## config.mk

```make
export PLATFORM = sky130hd
export DESIGN_NAME = lcd_gpio_ports
export DESIGN_NICKNAME = d
export VERILOG_FILES = /design/src/inc/lcd_gpio_pkg.sv /design/src/lcd_gpio_ports.sv /design/src/gpio_port_regs.sv /design/src/gpio_pin_cell.sv
export SDC_FILE = /design/constraint.sdc
export NUM_CORES = 1
export LEC_CHECK = 0
export BUFFER_PORTS_ARGS = -buffer_cell sky130_fd_sc_hd__buf_2
export CORE_MARGIN = 2
export CORE_UTILIZATION = 40
export CTS_BUF_LIST = sky130_fd_sc_hd__clkbuf_8
export DETAILED_ROUTE_END_ITERATION = 16
export PLACE_DENSITY_LB_ADDON = 0.1
export SLEW_MARGIN = 15
export SYNTH_ARGS = -nofsm -noshare
export SYNTH_HDL_FRONTEND = slang
export SYNTH_SLANG_ARGS = --single-unit
```

## constraint.sdc

```tcl
create_clock -name clk_sys_i -period 2.1 [get_ports clk_sys_i]
set_input_delay 0.63 -clock clk_sys_i [delete_from_list [all_inputs] [get_ports clk_sys_i]]
set_output_delay 0.63 -clock clk_sys_i [all_outputs]
set_load 0.01 [all_outputs]
```

## src/inc/lcd_gpio_pkg.sv

```systemverilog
// constants, offsets and shared helpers for the lcd-shared gpio ports
package lcd_gpio_pkg;

  // port widths
  localparam int PORT_A_W = 8;
  localparam int PORT_B_W = 5;
  localparam int REG_W = 8;
  localparam int ADDR_W = 8;

  // register offsets
  localparam logic [7:0] OFF_A_DATA = 8'h00;
  localparam logic [7:0] OFF_A_DIR = 8'h01;
  localparam logic [7:0] OFF_B_DATA = 8'h02;
  localparam logic [7:0] OFF_B_DIR = 8'h03;
  localparam logic [7:0] OFF_LCD_PIN_EN = 8'h04;
  localparam logic [7:0] OFF_LCD_COM_SEL = 8'h05;
  localparam logic [7:0] OFF_LCD_SEG_LOW = 8'h06;
  localparam logic [7:0] OFF_LCD_SEG_HIGH = 8'h07;
  localparam logic [7:0] OFF_STANDBY_CTL = 8'h08;

  // field positions and widths
  localparam int LCD_PORT_INPUT_CONTROL_BIT = 0;
  localparam int STANDBY_PIN_FLOAT_BIT = 0;
  localparam int SEG_LOW_W = 2;
  localparam int SEG_HIGH_W = 3;

  // reset values and the unmapped read value
  localparam logic [7:0] DIR_RST = 8'h00;
  localparam logic [7:0] LATCH_RST = 8'h00;
  localparam logic [7:0] LCD_SEL_RST = 8'h00;
  localparam logic [7:0] UNMAPPED_VAL = 8'h00;

  // per-bit read value: latch for outputs or rmw reads, pin otherwise
  function automatic logic [7:0] port_read_value(
    input logic [7:0] latch,
    input logic [7:0] dir,
    input logic [7:0] pin,
    input logic read_modify_write_access
  );
    logic [7:0] sel;
    sel = dir | {8{read_modify_write_access}};
    port_read_value = (sel & latch) | (~sel & pin);
  endfunction : port_read_value

endpackage : lcd_gpio_pkg

```

## src/lcd_gpio_ports.sv

```systemverilog
// two gpio ports sharing pins with lcd common and segment outputs
//
// Contract
// RULE1: direction one makes the pin an output
// RULE2: direction zero makes an input, driver off
// RULE3: output pin drives the latch level
// RULE4: data writes always update the latch
// RULE5: output pin reads return the latch
// RULE6: input reads pin, rmw read returns latch
// RULE7: reset clears all direction bits
// RULE8: float bit in standby: hi-z, input low
// RULE9: float bit clear: standby keeps pin state
// RULE10: common-select bit picks lcd or port
// RULE11: segment-select bits pick lcd or port
// RULE12: software sets select before input control
// RULE13: software clears direction on lcd pins
// RULE14: software disables other sharing peripherals
// RULE15: port a bits map to own pins
// RULE16: port b only bits 4..0 have pins
// RULE17: port b upper bits read zero
// RULE18: armed lcd select overrides port driver
//
// Chosen here: the placing of the registers and the strobed register port.
`timescale 1ns/1ns
module lcd_gpio_ports
(
  // clock and reset
  input wire logic clk_sys_i,
  input wire logic srst_i,
  // register port
  input wire logic [lcd_gpio_pkg::ADDR_W-1:0] addr_i,
  input wire logic [lcd_gpio_pkg::REG_W-1:0] wdata_i,
  input wire logic wr_i,
  input wire logic rd_i,
  input wire logic rmw_i,
  output logic [lcd_gpio_pkg::REG_W-1:0] rdata_o,
  // standby state from the standby controller
  input wire logic stop_mode_i,
  input wire logic watch_mode_i,
  // lcd controller drive levels
  input wire logic [lcd_gpio_pkg::PORT_A_W-1:0] lcd_com_i,
  input wire logic [lcd_gpio_pkg::SEG_LOW_W-1:0] lcd_seg_low_i,
  input wire logic [lcd_gpio_pkg::SEG_HIGH_W-1:0] lcd_seg_high_i,
  // port a pins
  input wire logic [lcd_gpio_pkg::PORT_A_W-1:0] pa_in_i,
  output logic [lcd_gpio_pkg::PORT_A_W-1:0] pa_out_o,
  output logic [lcd_gpio_pkg::PORT_A_W-1:0] pa_oe_o,
  // port b pins
  input wire logic [lcd_gpio_pkg::PORT_B_W-1:0] pb_in_i,
  output logic [lcd_gpio_pkg::PORT_B_W-1:0] pb_out_o,
  output logic [lcd_gpio_pkg::PORT_B_W-1:0] pb_oe_o
);
  import lcd_gpio_pkg::*;

  logic [PORT_A_W-1:0] latch_a;
  logic [PORT_A_W-1:0] dir_a;
  logic [PORT_A_W-1:0] in_a;
  logic [PORT_B_W-1:0] latch_b;
  logic [PORT_B_W-1:0] dir_b;
  logic [PORT_B_W-1:0] in_b;
  logic [PORT_A_W-1:0] com_sel_r;
  logic [SEG_LOW_W-1:0] seg_low_r;
  logic [SEG_HIGH_W-1:0] seg_high_r;
  logic [PORT_B_W-1:0] seg_sel_b;
  logic [PORT_B_W-1:0] seg_val_b;
  logic lcd_port_input_control_r;
  logic standby_pin_float_r;
  logic float_w;
  logic [REG_W-1:0] rdata_nxt;
  logic [REG_W-1:0] rd_b_full;

  // port b bit order: seg 1:0 on bits 1:0, lcd_segment_select_high_bits on bits 4:2
  assign seg_sel_b = {seg_high_r, seg_low_r}; // RULE11
  assign seg_val_b = {lcd_seg_high_i, lcd_seg_low_i};

  // float only while a stop or watch mode is actually in force
  assign float_w = standby_pin_float_r & (stop_mode_i | watch_mode_i); // RULE8 RULE9

  // port a registers
  gpio_port_regs #(.W(PORT_A_W)) regs_a
  (
    .clk_sys_i(clk_sys_i),
    .srst_i(srst_i),
    .data_we_i(wr_i && addr_i == OFF_A_DATA),
    .dir_we_i(wr_i && addr_i == OFF_A_DIR),
    .wdata_i(wdata_i),
    .latch_o(latch_a),
    .dir_o(dir_a)
  );

  // port b registers; bits 7:5 are dropped on write
  gpio_port_regs #(.W(PORT_B_W)) regs_b
  (
    .clk_sys_i(clk_sys_i),
    .srst_i(srst_i),
    .data_we_i(wr_i && addr_i == OFF_B_DATA),
    .dir_we_i(wr_i && addr_i == OFF_B_DIR),
    .wdata_i(wdata_i),
    .latch_o(latch_b),
    .dir_o(dir_b)
  ); // RULE17

  // port a pin logic, shared with lcd commons
  gpio_pin_cell #(.W(PORT_A_W)) pins_a
  (
    .clk_sys_i(clk_sys_i),
    .srst_i(srst_i),
    .latch_i(latch_a),
    .dir_i(dir_a),
    .lcd_sel_i(com_sel_r),
    .lcd_val_i(lcd_com_i),
    .lcd_port_input_control_i(lcd_port_input_control_r),
    .float_i(float_w),
    .pin_in_i(pa_in_i),
    .pin_out_o(pa_out_o),
    .pin_oe_o(pa_oe_o),
    .in_o(in_a)
  );

  // port b pin logic, shared with lcd segments
  gpio_pin_cell #(.W(PORT_B_W)) pins_b
  (
    .clk_sys_i(clk_sys_i),
    .srst_i(srst_i),
    .latch_i(latch_b),
    .dir_i(dir_b),
    .lcd_sel_i(seg_sel_b),
    .lcd_val_i(seg_val_b),
    .lcd_port_input_control_i(lcd_port_input_control_r),
    .float_i(float_w),
    .pin_in_i(pb_in_i),
    .pin_out_o(pb_out_o),
    .pin_oe_o(pb_oe_o),
    .in_o(in_b)
  );

  // lcd routing registers
  always_ff @(posedge clk_sys_i)
  begin
    if (srst_i)
    begin
      com_sel_r <= LCD_SEL_RST;
      seg_low_r <= LCD_SEL_RST[SEG_LOW_W-1:0];
      seg_high_r <= LCD_SEL_RST[SEG_HIGH_W-1:0];
      lcd_port_input_control_r <= 1'b0;
    end
    else if (wr_i)
    begin
      if (addr_i == OFF_LCD_COM_SEL)
        com_sel_r <= wdata_i; // RULE10
      if (addr_i == OFF_LCD_SEG_LOW)
        seg_low_r <= wdata_i[SEG_LOW_W-1:0];
      if (addr_i == OFF_LCD_SEG_HIGH)
        seg_high_r <= wdata_i[SEG_HIGH_W-1:0];
      if (addr_i == OFF_LCD_PIN_EN)
        lcd_port_input_control_r <= wdata_i[LCD_PORT_INPUT_CONTROL_BIT]; // RULE12
    end
  end

  // standby float control
  always_ff @(posedge clk_sys_i)
  begin
    if (srst_i)
      standby_pin_float_r <= 1'b0;
    else if (wr_i && addr_i == OFF_STANDBY_CTL)
      standby_pin_float_r <= wdata_i[STANDBY_PIN_FLOAT_BIT];
  end

  // port b read value, upper bits forced to zero
  assign rd_b_full = port_read_value({3'h0, latch_b}, {3'h0, dir_b}, {3'h0, in_b}, rmw_i);

  // read data select
  always_comb
  begin
    rdata_nxt = UNMAPPED_VAL;
    unique case (addr_i)
      OFF_A_DATA: rdata_nxt = port_read_value(latch_a, dir_a, in_a, rmw_i); // RULE5 RULE6
      OFF_A_DIR: rdata_nxt = dir_a;
      OFF_B_DATA: rdata_nxt = {3'h0, rd_b_full[PORT_B_W-1:0]}; // RULE16 RULE17
      OFF_B_DIR: rdata_nxt = {3'h0, dir_b};
      OFF_LCD_PIN_EN: rdata_nxt = {7'h00, lcd_port_input_control_r};
      OFF_LCD_COM_SEL: rdata_nxt = com_sel_r;
      OFF_LCD_SEG_LOW: rdata_nxt = {6'h00, seg_low_r};
      OFF_LCD_SEG_HIGH: rdata_nxt = {5'h00, seg_high_r};
      OFF_STANDBY_CTL: rdata_nxt = {7'h00, standby_pin_float_r};
      default: rdata_nxt = UNMAPPED_VAL;
    endcase
  end

  // read data valid the cycle after the strobe only
  always_ff @(posedge clk_sys_i)
  begin
    if (srst_i)
      rdata_o <= '0;
    else if (rd_i)
      rdata_o <= rdata_nxt;
    else
      rdata_o <= '0;
  end

  // reset leaves every pin an input
  AST_DIR_RESET: assert property (@(posedge clk_sys_i) // RULE7
    srst_i |=> (dir_a == '0 && dir_b == '0))
    else $error("direction not cleared by reset");

  // a data write lands in the latch whatever the direction
  AST_LATCH_WRITE: assert property (@(posedge clk_sys_i) disable iff (srst_i) // RULE4
    (wr_i && addr_i == OFF_A_DATA) |=> latch_a == $past(wdata_i))
    else $error("port a latch missed a write");

  // driver enable follows direction or lcd ownership when not floated
  AST_A_ENABLE: assert property (@(posedge clk_sys_i) disable iff (srst_i) // RULE1
    !float_w |=> pa_oe_o == $past((com_sel_r & {8{lcd_port_input_control_r}}) | dir_a))
    else $error("port a driver enable wrong");

  // output level is latch or lcd value, bit by bit
  AST_A_LEVEL: assert property (@(posedge clk_sys_i) disable iff (srst_i) // RULE3
    1'b1 |=> pa_out_o == $past(((com_sel_r & {8{lcd_port_input_control_r}}) & lcd_com_i)
      | (~(com_sel_r & {8{lcd_port_input_control_r}}) & latch_a)))
    else $error("port a output level wrong");

  // segment pins take the lcd level once armed, checked per selected bit
  AST_B_LCD: assert property (@(posedge clk_sys_i) disable iff (srst_i) // RULE18
    (lcd_port_input_control_r && !float_w) |=> ((pb_oe_o & $past(seg_sel_b))
      == $past(seg_sel_b) && (pb_out_o & $past(seg_sel_b)) == $past(seg_sel_b & seg_val_b)))
    else $error("port b lcd override failed");

  // floated pins are released and read low, held for two cycles
  AST_FLOAT: assert property (@(posedge clk_sys_i) disable iff (srst_i) // RULE8
    float_w [*2] |=> (pa_oe_o == '0 && pb_oe_o == '0 && in_a == '0 && in_b == '0))
    else $error("standby float not applied");

  // standby without float keeps the drive pattern
  AST_KEEP: assert property (@(posedge clk_sys_i) disable iff (srst_i) // RULE9
    (!standby_pin_float_r && (stop_mode_i || watch_mode_i)) |=> pb_oe_o == $past(
      (seg_sel_b & {5{lcd_port_input_control_r}}) | dir_b))
    else $error("standby changed pin drive");

  // output pins read back the latch
  AST_RD_OUT: assert property (@(posedge clk_sys_i) disable iff (srst_i) // RULE5
    (rd_i && addr_i == OFF_A_DATA && dir_a == 8'hFF) |=> rdata_o == $past(latch_a))
    else $error("output read not from latch");

  // input pins read the pin unless the read is read-modify-write
  AST_RD_IN: assert property (@(posedge clk_sys_i) disable iff (srst_i) // RULE6
    (rd_i && addr_i == OFF_A_DATA && dir_a == 8'h00) |=>
      rdata_o == ($past(rmw_i) ? $past(latch_a) : $past(in_a)))
    else $error("input read source wrong");

  // port b upper bits always read zero
  AST_B_UPPER: assert property (@(posedge clk_sys_i) disable iff (srst_i) // RULE17
    (rd_i && (addr_i == OFF_B_DATA || addr_i == OFF_B_DIR)) |=> rdata_o[7:5] == 3'h0)
    else $error("port b upper bits not zero");

  // read data appears for one cycle only
  AST_RD_ONE: assert property (@(posedge clk_sys_i) disable iff (srst_i) // strobed register port, chosen here
    !rd_i |=> rdata_o == '0)
    else $error("read data outside its cycle");

  // port b driver enable follows direction or lcd ownership
  AST_B_ENABLE: assert property (@(posedge clk_sys_i) disable iff (srst_i) // RULE2
    !float_w |=> pb_oe_o == $past((seg_sel_b & {5{lcd_port_input_control_r}}) | dir_b))
    else $error("port b driver enable wrong");

  // port b level is latch or segment value, bit by bit
  AST_B_LEVEL: assert property (@(posedge clk_sys_i) disable iff (srst_i) // RULE3
    1'b1 |=> pb_out_o == $past(((seg_sel_b & {5{lcd_port_input_control_r}}) & seg_val_b)
      | (~(seg_sel_b & {5{lcd_port_input_control_r}}) & latch_b)))
    else $error("port b output level wrong");

  // port b latch keeps only the bits that have pins
  AST_B_LATCH_WRITE: assert property (@(posedge clk_sys_i) disable iff (srst_i) // RULE4
    (wr_i && addr_i == OFF_B_DATA) |=> latch_b == $past(wdata_i[PORT_B_W-1:0]))
    else $error("port b latch missed a write");

  // a direction write lands as written
  AST_DIR_WRITE: assert property (@(posedge clk_sys_i) disable iff (srst_i) // RULE1
    (wr_i && addr_i == OFF_A_DIR) |=> dir_a == $past(wdata_i))
    else $error("port a direction missed a write");

  // common pins owned by the lcd drive the lcd level
  AST_A_LCD: assert property (@(posedge clk_sys_i) disable iff (srst_i) // RULE10
    (lcd_port_input_control_r && !float_w) |=> ((pa_oe_o & $past(com_sel_r))
      == $past(com_sel_r) && (pa_out_o & $past(com_sel_r)) == $past(com_sel_r & lcd_com_i)))
    else $error("port a lcd override failed");

  // port a input register follows the pins the lcd does not own
  AST_A_INPUT: assert property (@(posedge clk_sys_i) disable iff (srst_i) // RULE15
    (lcd_port_input_control_r && !float_w) |=> in_a == $past(pa_in_i & ~com_sel_r))
    else $error("port a input sample wrong");

  // input path stays low until routing is armed, so no open pin leaks in
  AST_IN_GATED: assert property (@(posedge clk_sys_i) disable iff (srst_i) // RULE6
    !lcd_port_input_control_r |=> (in_a == '0 && in_b == '0))
    else $error("input path open without input control");

  // port b output pins read back the latch
  AST_B_RD_OUT: assert property (@(posedge clk_sys_i) disable iff (srst_i) // RULE5
    (rd_i && addr_i == OFF_B_DATA && dir_b == 5'h1F) |=> rdata_o == {3'h0, $past(latch_b)})
    else $error("port b output read not from latch");

  // a read-modify-write read of port b returns the latch
  AST_B_RMW: assert property (@(posedge clk_sys_i) disable iff (srst_i) // RULE6
    (rd_i && rmw_i && addr_i == OFF_B_DATA) |=> rdata_o == {3'h0, $past(latch_b)})
    else $error("port b read-modify-write read wrong");

endmodule : lcd_gpio_ports

```

## src/gpio_port_regs.sv

```systemverilog
// data latch and direction register for one port
`timescale 1ns/1ns
module gpio_port_regs
#(
  parameter int W = 8
)
(
  // clock and reset
  input wire logic clk_sys_i,
  input wire logic srst_i,
  // write side
  input wire logic data_we_i,
  input wire logic dir_we_i,
  input wire logic [lcd_gpio_pkg::REG_W-1:0] wdata_i,
  // register contents
  output logic [W-1:0] latch_o,
  output logic [W-1:0] dir_o
);
  import lcd_gpio_pkg::*;

  // output latch takes every write, whatever the direction
  always_ff @(posedge clk_sys_i)
  begin
    if (srst_i)
      latch_o <= LATCH_RST[W-1:0];
    else if (data_we_i)
      latch_o <= wdata_i[W-1:0]; // RULE4
  end

  // direction clears on reset so every pin starts as input
  always_ff @(posedge clk_sys_i)
  begin
    if (srst_i)
      dir_o <= DIR_RST[W-1:0]; // RULE7
    else if (dir_we_i)
      dir_o <= wdata_i[W-1:0];
  end

endmodule : gpio_port_regs

```

## src/gpio_pin_cell.sv

```systemverilog
// pin drive, lcd override, standby float and input gating for one port
`timescale 1ns/1ns
module gpio_pin_cell
#(
  parameter int W = 8
)
(
  // clock and reset
  input wire logic clk_sys_i,
  input wire logic srst_i,
  // port state
  input wire logic [W-1:0] latch_i,
  input wire logic [W-1:0] dir_i,
  // lcd routing
  input wire logic [W-1:0] lcd_sel_i,
  input wire logic [W-1:0] lcd_val_i,
  input wire logic lcd_port_input_control_i,
  // standby
  input wire logic float_i,
  // pin
  input wire logic [W-1:0] pin_in_i,
  output logic [W-1:0] pin_out_o,
  output logic [W-1:0] pin_oe_o,
  output logic [W-1:0] in_o
);
  logic [W-1:0] lcd_own;

  // lcd owns a pin only once routing is armed
  assign lcd_own = lcd_sel_i & {W{lcd_port_input_control_i}}; // RULE10 RULE11

  // output level: lcd value where it owns the pin, else the latch
  always_ff @(posedge clk_sys_i)
  begin
    if (srst_i)
      pin_out_o <= '0;
    else
      pin_out_o <= (lcd_own & lcd_val_i) | (~lcd_own & latch_i); // RULE3 RULE18 RULE15
  end

  // driver enable; standby float overrides everything
  always_ff @(posedge clk_sys_i)
  begin
    if (srst_i)
      pin_oe_o <= '0;
    else if (float_i)
      pin_oe_o <= '0; // RULE8
    else
      pin_oe_o <= lcd_own | (~lcd_own & dir_i); // RULE1 RULE2 RULE9
  end

  // input path held low while floated or routing not yet armed,
  // so an open pin never leaks into the read data
  always_ff @(posedge clk_sys_i)
  begin
    if (srst_i)
      in_o <= '0;
    else if (float_i || !lcd_port_input_control_i)
      in_o <= '0; // RULE8
    else
      in_o <= pin_in_i & ~lcd_own;
  end

endmodule : gpio_pin_cell

```

==> results of run 1 <==
-- power by group through the flow --
stage / clock network (W) / logic [W] / registers (W)
global route: 0.00165 / 0.000177 / 0.00167
detailed placement: 0 / 0.000163 / 0.00171
CTS: 0.00158 / 0.000164 / 0.00167
global placement: 0 / 0.000163 / 0.00171
finish: 0.00156 / 0.000165 / 0.00167
floorplan: 0 / 0.0000746 / 0.00171
-- repair_timing --
| action | 4_1_cts | 5_1_grt |
|---|---|---|
| resized for setup | 0 | 1 |
| setup endpoints to repair | 0 | 1 |
| endpoints found under the hold margin | 0 | 0 |
-- how the worst max path moves through the flow --
stage	start	endpoint	cells after the start
detailed placement	addr_i[5]	rdata_o[3]	7
CTS	addr_i[5]	rdata_o[3]	7
floorplan	addr_i[5]	com_sel_r[1]	7
global placement	addr_i[5]	rdata_o[3]	7
finish	addr_i[5]	rdata_o[3]	7
global route	addr_i[5]	rdata_o[3]	7
-- flip-flops by register name (all words and copies together) (netlist names), 8 cells and up --
signal / cells
com_sel_r: 8
pins_a.pin_oe_o: 8
pins_a.in_o: 8
regs_a.latch_o: 8
pins_a.pin_out_o: 8
regs_a.dir_o: 8
rdata_o: 8
-- worst max-delay path: stages --
cell	delay [ns]
buf_2	0.10
or4_4	0.57
buf_4	0.17
or3_4	0.38
a21oi_1	0.16
nand2_1	0.07
a21oi_1	0.16
-- synth_stat cells --
cell type | n | area, sq um
a22oi_1 | 4 | 30.0
mux2_2 | 2 | 22.5
o21ai_1 | 3 | 15.0
or3_1 | 2 | 12.5
nor3_2 | 1 | 10.0
nand3_1 | 20 | 100
o21ai_0 | 6 | 30.0
buf_6 | 1 | 11.3
a21oi_1 | 55 | 275
o2bb2ai_1 | 1 | 8.76
or2_2 | 1 | 6.26
and3_1 | 3 | 18.8
nor3b_4 | 1 | 18.8
buf_12 | 1 | 20.0
a2bb2oi_1 | 1 | 8.76
nor2_1 | 55 | 206
nand4_2 | 1 | 12.5
and3_4 | 1 | 11.3
nor4b_1 | 2 | 17.5
a22o_1 | 1 | 8.76
nor3_1 | 2 | 10.0
o22ai_1 | 1 | 6.26
a221oi_1 | 2 | 17.5
nand3b_1 | 2 | 15.0
buf_2 | 4 | 20.0
inv_1 | 3 | 11.3
dfxtp_1 | 88 | 1760
nor3b_1 | 13 | 97.6
nand2b_1 | 3 | 18.8
and4_1 | 1 | 8.76
o32ai_1 | 1 | 8.76
buf_1 | 1 | 3.75
a211o_1 | 1 | 8.76
o22a_1 | 1 | 8.76
nor2b_1 | 3 | 18.8
o211ai_1 | 1 | 7.51
or4_4 | 1 | 11.3
a211oi_1 | 2 | 15.0
mux2i_1 | 36 | 360
nand2_1 | 68 | 255
clkbuf_1 | 22 | 82.6
-- through the flow --
step	TNS (ns)	setup WS, ns	total power, W	util, %	hold WS [ns]
2_1_floorplan	-0.752	-0.0810	0.00178	-	0.446
3_3_place_gp	-6.31	-0.342	0.00187	48.0	0.465
3_5_place_dp	-6.73	-0.332	0.00187	48.0	0.472
4_1_cts	0	0.0466	0.00341	51.1	0.481
5_1_grt	0	0.0749	0.00350	51.2	0.499
6_report	0	0.147	0.00339	51.2	0.484
-- logic make-up after synthesis --
kind of cell,count (synthesis)
DFF,88
muxes,38
AOI/OAI and AO/OA,80
buffers and inverters,32
and+or+nand+nor,180
-- cell type report --
cell class | count | area share (%)
inverters | 3 | 0.252
well taps | 108 | 3.03
multi-input cells | 298 | 37.8
clock buffers | 10 | 3.08
repair buffers | 104 | 13.5
flip-flops and latches | 88 | 39.5
clock inverters | 5 | 2.89
-- layer usage --
metal  track usage [%]  up-vias
met1              30.6     1415
met3              4.82       18
li1                  -     1602
met4              7.17        0
met5                 0        -
met2              30.9      122
-- cell usage in the layout, fill, tap and decap left out, drive strengths merged, types with 3 or more instances in the layout --
cell type	netlist	layout
a21oi	55	55
a22oi	4	4
and3	4	4
buf	7	104
bufinv	0	4
clkbuf	22	10
dfxtp	88	88
inv	3	3
mux2i	36	36
nand2	68	68
nand2b	3	3
nand3	20	20
nor2	55	55
nor2b	3	3
nor3	3	3
nor3b	14	14
o21ai	9	9
==> metrics.md, run 1 <==
| Metric | Value |
|---|---|
| Run status | `completed` |
| Worst R2R Setup Slack | `0.76 ns` |
| Slew Viols, Final | `0` |
| Hold Path Class | `reg2reg` |
| H-tree levels | `3` |
| WL/cell | `16.2 um` |
| Initial Util | `41.2%` |
| Netlist cell types | `41` |
| Die Ht | `98.8 um` |
| Slew margin rel. | `60.3%` |
| DIE AREA | `9750 sq um` |
| Largest family of logic cells by synthesized area | `simple AND/OR/NAND/NOR gates` |
| # DRC | `0` |
| CTS Hold Bufs | `0` |
| CTS Sinks | `88` |
| Met3 routed WL | `584 um` |
| First-pass GRT wire length | `15,800 um` |
| FF-to-FF path depth | `6` |
| Share of cells above drive strength 1 | `25.2%` |
| Top Metal Used | `met4` |
| P_leak | `1.84 nW` |
| Fin. Hold Viols | `0` |
| Post-Syn Instances | `418` |
| IO Count | `83` |
| Post-synthesis sequential area ratio | `49.0%` |
| Unrepaired setup endpoints after global routing | `no` |
| Comb pwr share | `4.9%` |
| CP Class | `in2reg` |
| Filler cells | `842` |
| Min cycle time layout | `1.95 ns` |
| Tightest Pin Transition | `0.596 ns` |
| Worst vdd ir | `0.359 mV` |
| Internal | `0.00267 W` |
| Vias in the first global route | `2,965` |
| Worst Hold Depth | `2` |
| Post-route ant nets | `0` |
| Cts bufs inserted | `9` |
| Placed Cells | `601` |
| Core area | `8720 sq um` |
| Postcts setup bufs | `0` |
| Design area | `4460 sq um` |
| Largest net degree at the start of global routing | `55` |
| Vias | `3,157` |
| Mapped Avg Cell Area | `8.59 sq um` |
| Overflow left after global routing | `0` |
| Total wire length | `10,000 um` |
| Peak Freq | `512 MHz` |
| Non-filler cells, final | `616` |
| Crit path max fanout | `7` |
| Power Density | `760 nW/um^2` |
| Multiplexer share of the synthesized area | `10.7%` |
| Switching part of the total | `21.1%` |
| Drt pass-1 iters | `5` |
| Hold path start | `regs_b.latch_o[0]` |
| Dpl hpwl | `7040 um` |
| Register area | `1760 sq um` |
| Final Net Count | `553` |
| Worst Setup End Kind | `flop` |
| Starting DRT DRC Count | `196` |
| Compound-Gate Fraction of Synth Area | `12.5%` |
| Period utilisation layout | `93.0%` |
| Syn nets | `467` |
| Synth warn | `0` |
| WP data required | `2.39 ns` |
| Row cnt | `34` |
| Switch Pwr | `0.000716 W` |
| Placed Area | `4190 sq um` |
| Mean number of vias per cell | `5.13` |
| Clk_lat worst skew | `0.37 ns` |
| Post-Synth XOR/XNOR Area | `0%` |
| Post-Synth Adder-Cell Area | `0%` |
| Synth Register Bits | `88` |
| Routed met1 length | `4940 um` |
| CTS tree | `done` |
| Synthesized area | `3590 sq um` |
| Max clock buf depth | `2` |
| Max-cap viol count | `0` |
| Synth Area in Simple Gates | `23.7%` |
| Clock Skews | `0.00918 ns` |
| Sequential Power Share | `49.3%` |
| Ant diodes | `0` |
| Clk pin slew, worst setup/hold paths | `0.09 ns` |
| I/O Buffers | `82` |
| Hold path endpoint | `pins_b.pin_out_o[0]` |
| Area grow syn2layout | `24.2%` |
| Met2 routed WL | `4270 um` |
| Critical Path AT | `2.24 ns` |
| Clock network power share | `45.9%` |
| Multi-input logic area | `1690 sq um` |
| DIE WIDTH | `98.8 um` |
| Setup violators final | `0` |
| R2R Path End | `pins_b.in_o[0]` |
| Critical R2R Launch | `standby_pin_float_r` |
| Routability cong. | `0.877` |
| Clock Root Buffer | `clkbuf_8` |
| Antenna violations before repair | `0` |
| Critical Path Start Type | `input port` |
| Tot GR Track Use | `21.1%` |
(Power assumes the default switching activity.)
==> inputs of run 2 (changes only) <==
Settings changed: CELL_PAD_IN_SITES_DETAIL_PLACEMENT set to 1, CELL_PAD_IN_SITES_GLOBAL_PLACEMENT set to 1, CORE_UTILIZATION 40 to 37.
==> run 2 against run 1 <==
Effect of this change: die area up 7.8%; via count up 3.4%; largest cell class unchanged; worst hold slack gained 0.0020 ns; worst setup slack worse by 0.021 ns; core utilization is 3.4 points lower; final area is 0.11% lower; highest routed layer unchanged; critical endpoint is now regs_b.dir_o[3]; non-clock buffer count grew 2; sequential share of layout area hardly changed; largest power group unchanged.
==> metrics.md, run 2 (synthesized netlist as in run 1, its figures left out) <==
| Metric | Value |
|---|---|
| Max clock buf depth | `2` |
| Total wire length | `11,300 um` |
| Dpl hpwl | `8140 um` |
| Area grow syn2layout | `24.1%` |
| Critical R2R Launch | `lcd_port_input_control_r` |
| Worst vdd ir | `0.358 mV` |
| Hold path start | `regs_b.latch_o[2]` |
| Layout Utilization | `47.8%` |
| Drt pass-1 iters | `4` |
| First-pass GRT wire length | `17,700 um` |
| Run status | `completed` |
| Tightest Pin Transition | `0.608 ns` |
| Register area | `1760 sq um` |
| CTS Sinks | `88` |
| Max-cap viol count | `0` |
| Initial Util | `38.5%` |
| Post-route ant nets | `0` |
| Crit path max fanout | `8` |
| Antenna violations before repair | `0` |
| Worst Hold Depth | `2` |
| Bufs and invs on worst path | `2` |
| WP data required | `2.32 ns` |
| H-tree levels | `3` |
| Clock Skews | `0.0102 ns` |
| Routability cong. | `0.789` |
| Place WS | `-0.307 ns` |
| Crit path largest cell delay | `0.57 ns` |
| DIE AREA | `10,500 sq um` |
| Worst Setup End Kind | `flop` |
| I/O Buffers | `82` |
| R2R Path End | `pins_a.in_o[7]` |
| CP Class | `in2reg` |
| WL/cell | `17.6 um` |
| Post_cts resized | `0` |
| Largest net degree at the start of global routing | `55` |
| Critical Path Start Type | `input port` |
| Slowest cell on crit path | `or4_4` |
| Slew margin rel. | `59.5%` |
| Unrepaired setup endpoints after global routing | `no` |
| Tot GR Track Use | `22.7%` |
| Period utilisation layout | `94.0%` |
| Core area | `9330 sq um` |
| Most frequent cells in the layout | `88 x dfxtp_1, 82 x buf_2, 68 x nand2_1, 55 x a21oi_1, 55 x nor2_1` |
| Worst R2R Setup Slack | `0.75 ns` |
| Clock Root Buffer | `clkbuf_8` |
| FF-to-FF path depth | `4` |
| Power Density | `732 nW/um^2` |
| Overflow left after global routing | `0` |
| IO Count | `83` |
| Vias in the first global route | `3,294` |
| Worst path top cell family by delay | `simple AND/OR/NAND/NOR gates` |
| Clk pin slew, worst setup/hold paths | `0.08 ns` |
| Vias | `3,263` |
| Fin. Hold Viols | `0` |
| Commonest non-fill, non-tap cell in the layout | `dfxtp_1` |
| Mean number of vias per cell | `5.10` |
| Hold Path Class | `reg2reg` |
| Crit-path cells | `buf_2, or4_4, nor3_2, buf_4, nand4_2, mux2i_1, nor2_1` |
| Hold path endpoint | `pins_b.pin_out_o[2]` |
| Filler cells | `1,172` |
| Slew Viols, Final | `0` |
| Starting DRT DRC Count | `137` |
| CTS Hold Bufs | `0` |
| Min cycle time layout | `1.97 ns` |
| Peak Freq | `507 MHz` |
| Die Ht | `103 um` |
| CTS tree | `done` |
| DIE WIDTH | `103 um` |
| Multi-input logic area | `1690 sq um` |
| Postcts setup bufs | `0` |
| Ant diodes | `0` |
| P_leak | `1.83 nW` |
| Row cnt | `35` |
| Worst setup margin | `0.126 ns` |
| # DRC | `0` |
| Cts bufs inserted | `9` |
| Clk_lat worst skew | `0.36 ns` |
| Share of cells above drive strength 1 | `25.4%` |
| Final Net Count | `555` |
| Critical Path AT | `2.19 ns` |
| Setup violators final | `0` |
[run 2: changes by cell type in the layout (fill, tap and decap cells not counted), sizes merged]
cell,change
buf,+2
bufinv,-1
clkinv,+1
inv,+1
[run 2: power breakdown]
group | internal (W) | switching [W] | total, W
clock | 0.000819 | 0.000607 | 0.00143
combinational | 0.0000657 | 0.000102 | 0.000168
sequential | 0.00167 | 0.00000142 | 0.00167
total | 0.00255 | 0.000711 | 0.00326
[run 2: layout make-up]
class	instances	area share, %
Clock buffer	10	3.09
Clock inverter	6	2.41
Inverter	3	0.253
Multi-Input combinational cell	298	37.8
Sequential cell	88	39.5
Tap cell	129	3.62
Timing Repair Buffer	106	13.3
[run 2: layer usage]
| metal | part of all wire [%] | GRT usage [%] |
|---|---|---|
| met5 | 0 | 0 |
| met4 | 0.66 | 5.03 |
| met3 | 4.2 | 4.14 |
| met2 | 47 | 37.9 |
| met1 | 48 | 30.8 |
[run 2: worst max path at each step]
stage,depth (start not counted),from,slack (ns),endpoint
finish,7,addr_i[5],0.13,regs_b.dir_o[3]
global route,7,addr_i[5],0.02,regs_b.dir_o[3]
CTS,7,addr_i[5],0.07,rdata_o[6]
detailed placement,7,addr_i[5],-0.31,rdata_o[6]
global placement,7,addr_i[5],-0.23,rdata_o[6]
floorplan,7,addr_i[5],-0.08,com_sel_r[1]
[run 2: worst reg2reg max path: cells and delay by family, from the launching register on]
family        cells  cell delay, ns
flops             1            0.37
simple gates      2            0.42
buf+inv           2            0.48
[run 2: metrics by stage]
stage                     power, W  hold slack [ns]  area [sq um]  instances  setup TNS [ns]
after floorplan            0.00178            0.446          3590        418          -0.752
after global placement     0.00187            0.467          4210        624           -6.68
after detailed placement   0.00188            0.470          4210        624           -7.93
after CTS                  0.00330            0.485          4450        640               0
after global routing       0.00339            0.508          4460        640               0
final                      0.00326            0.486          4460        640               0
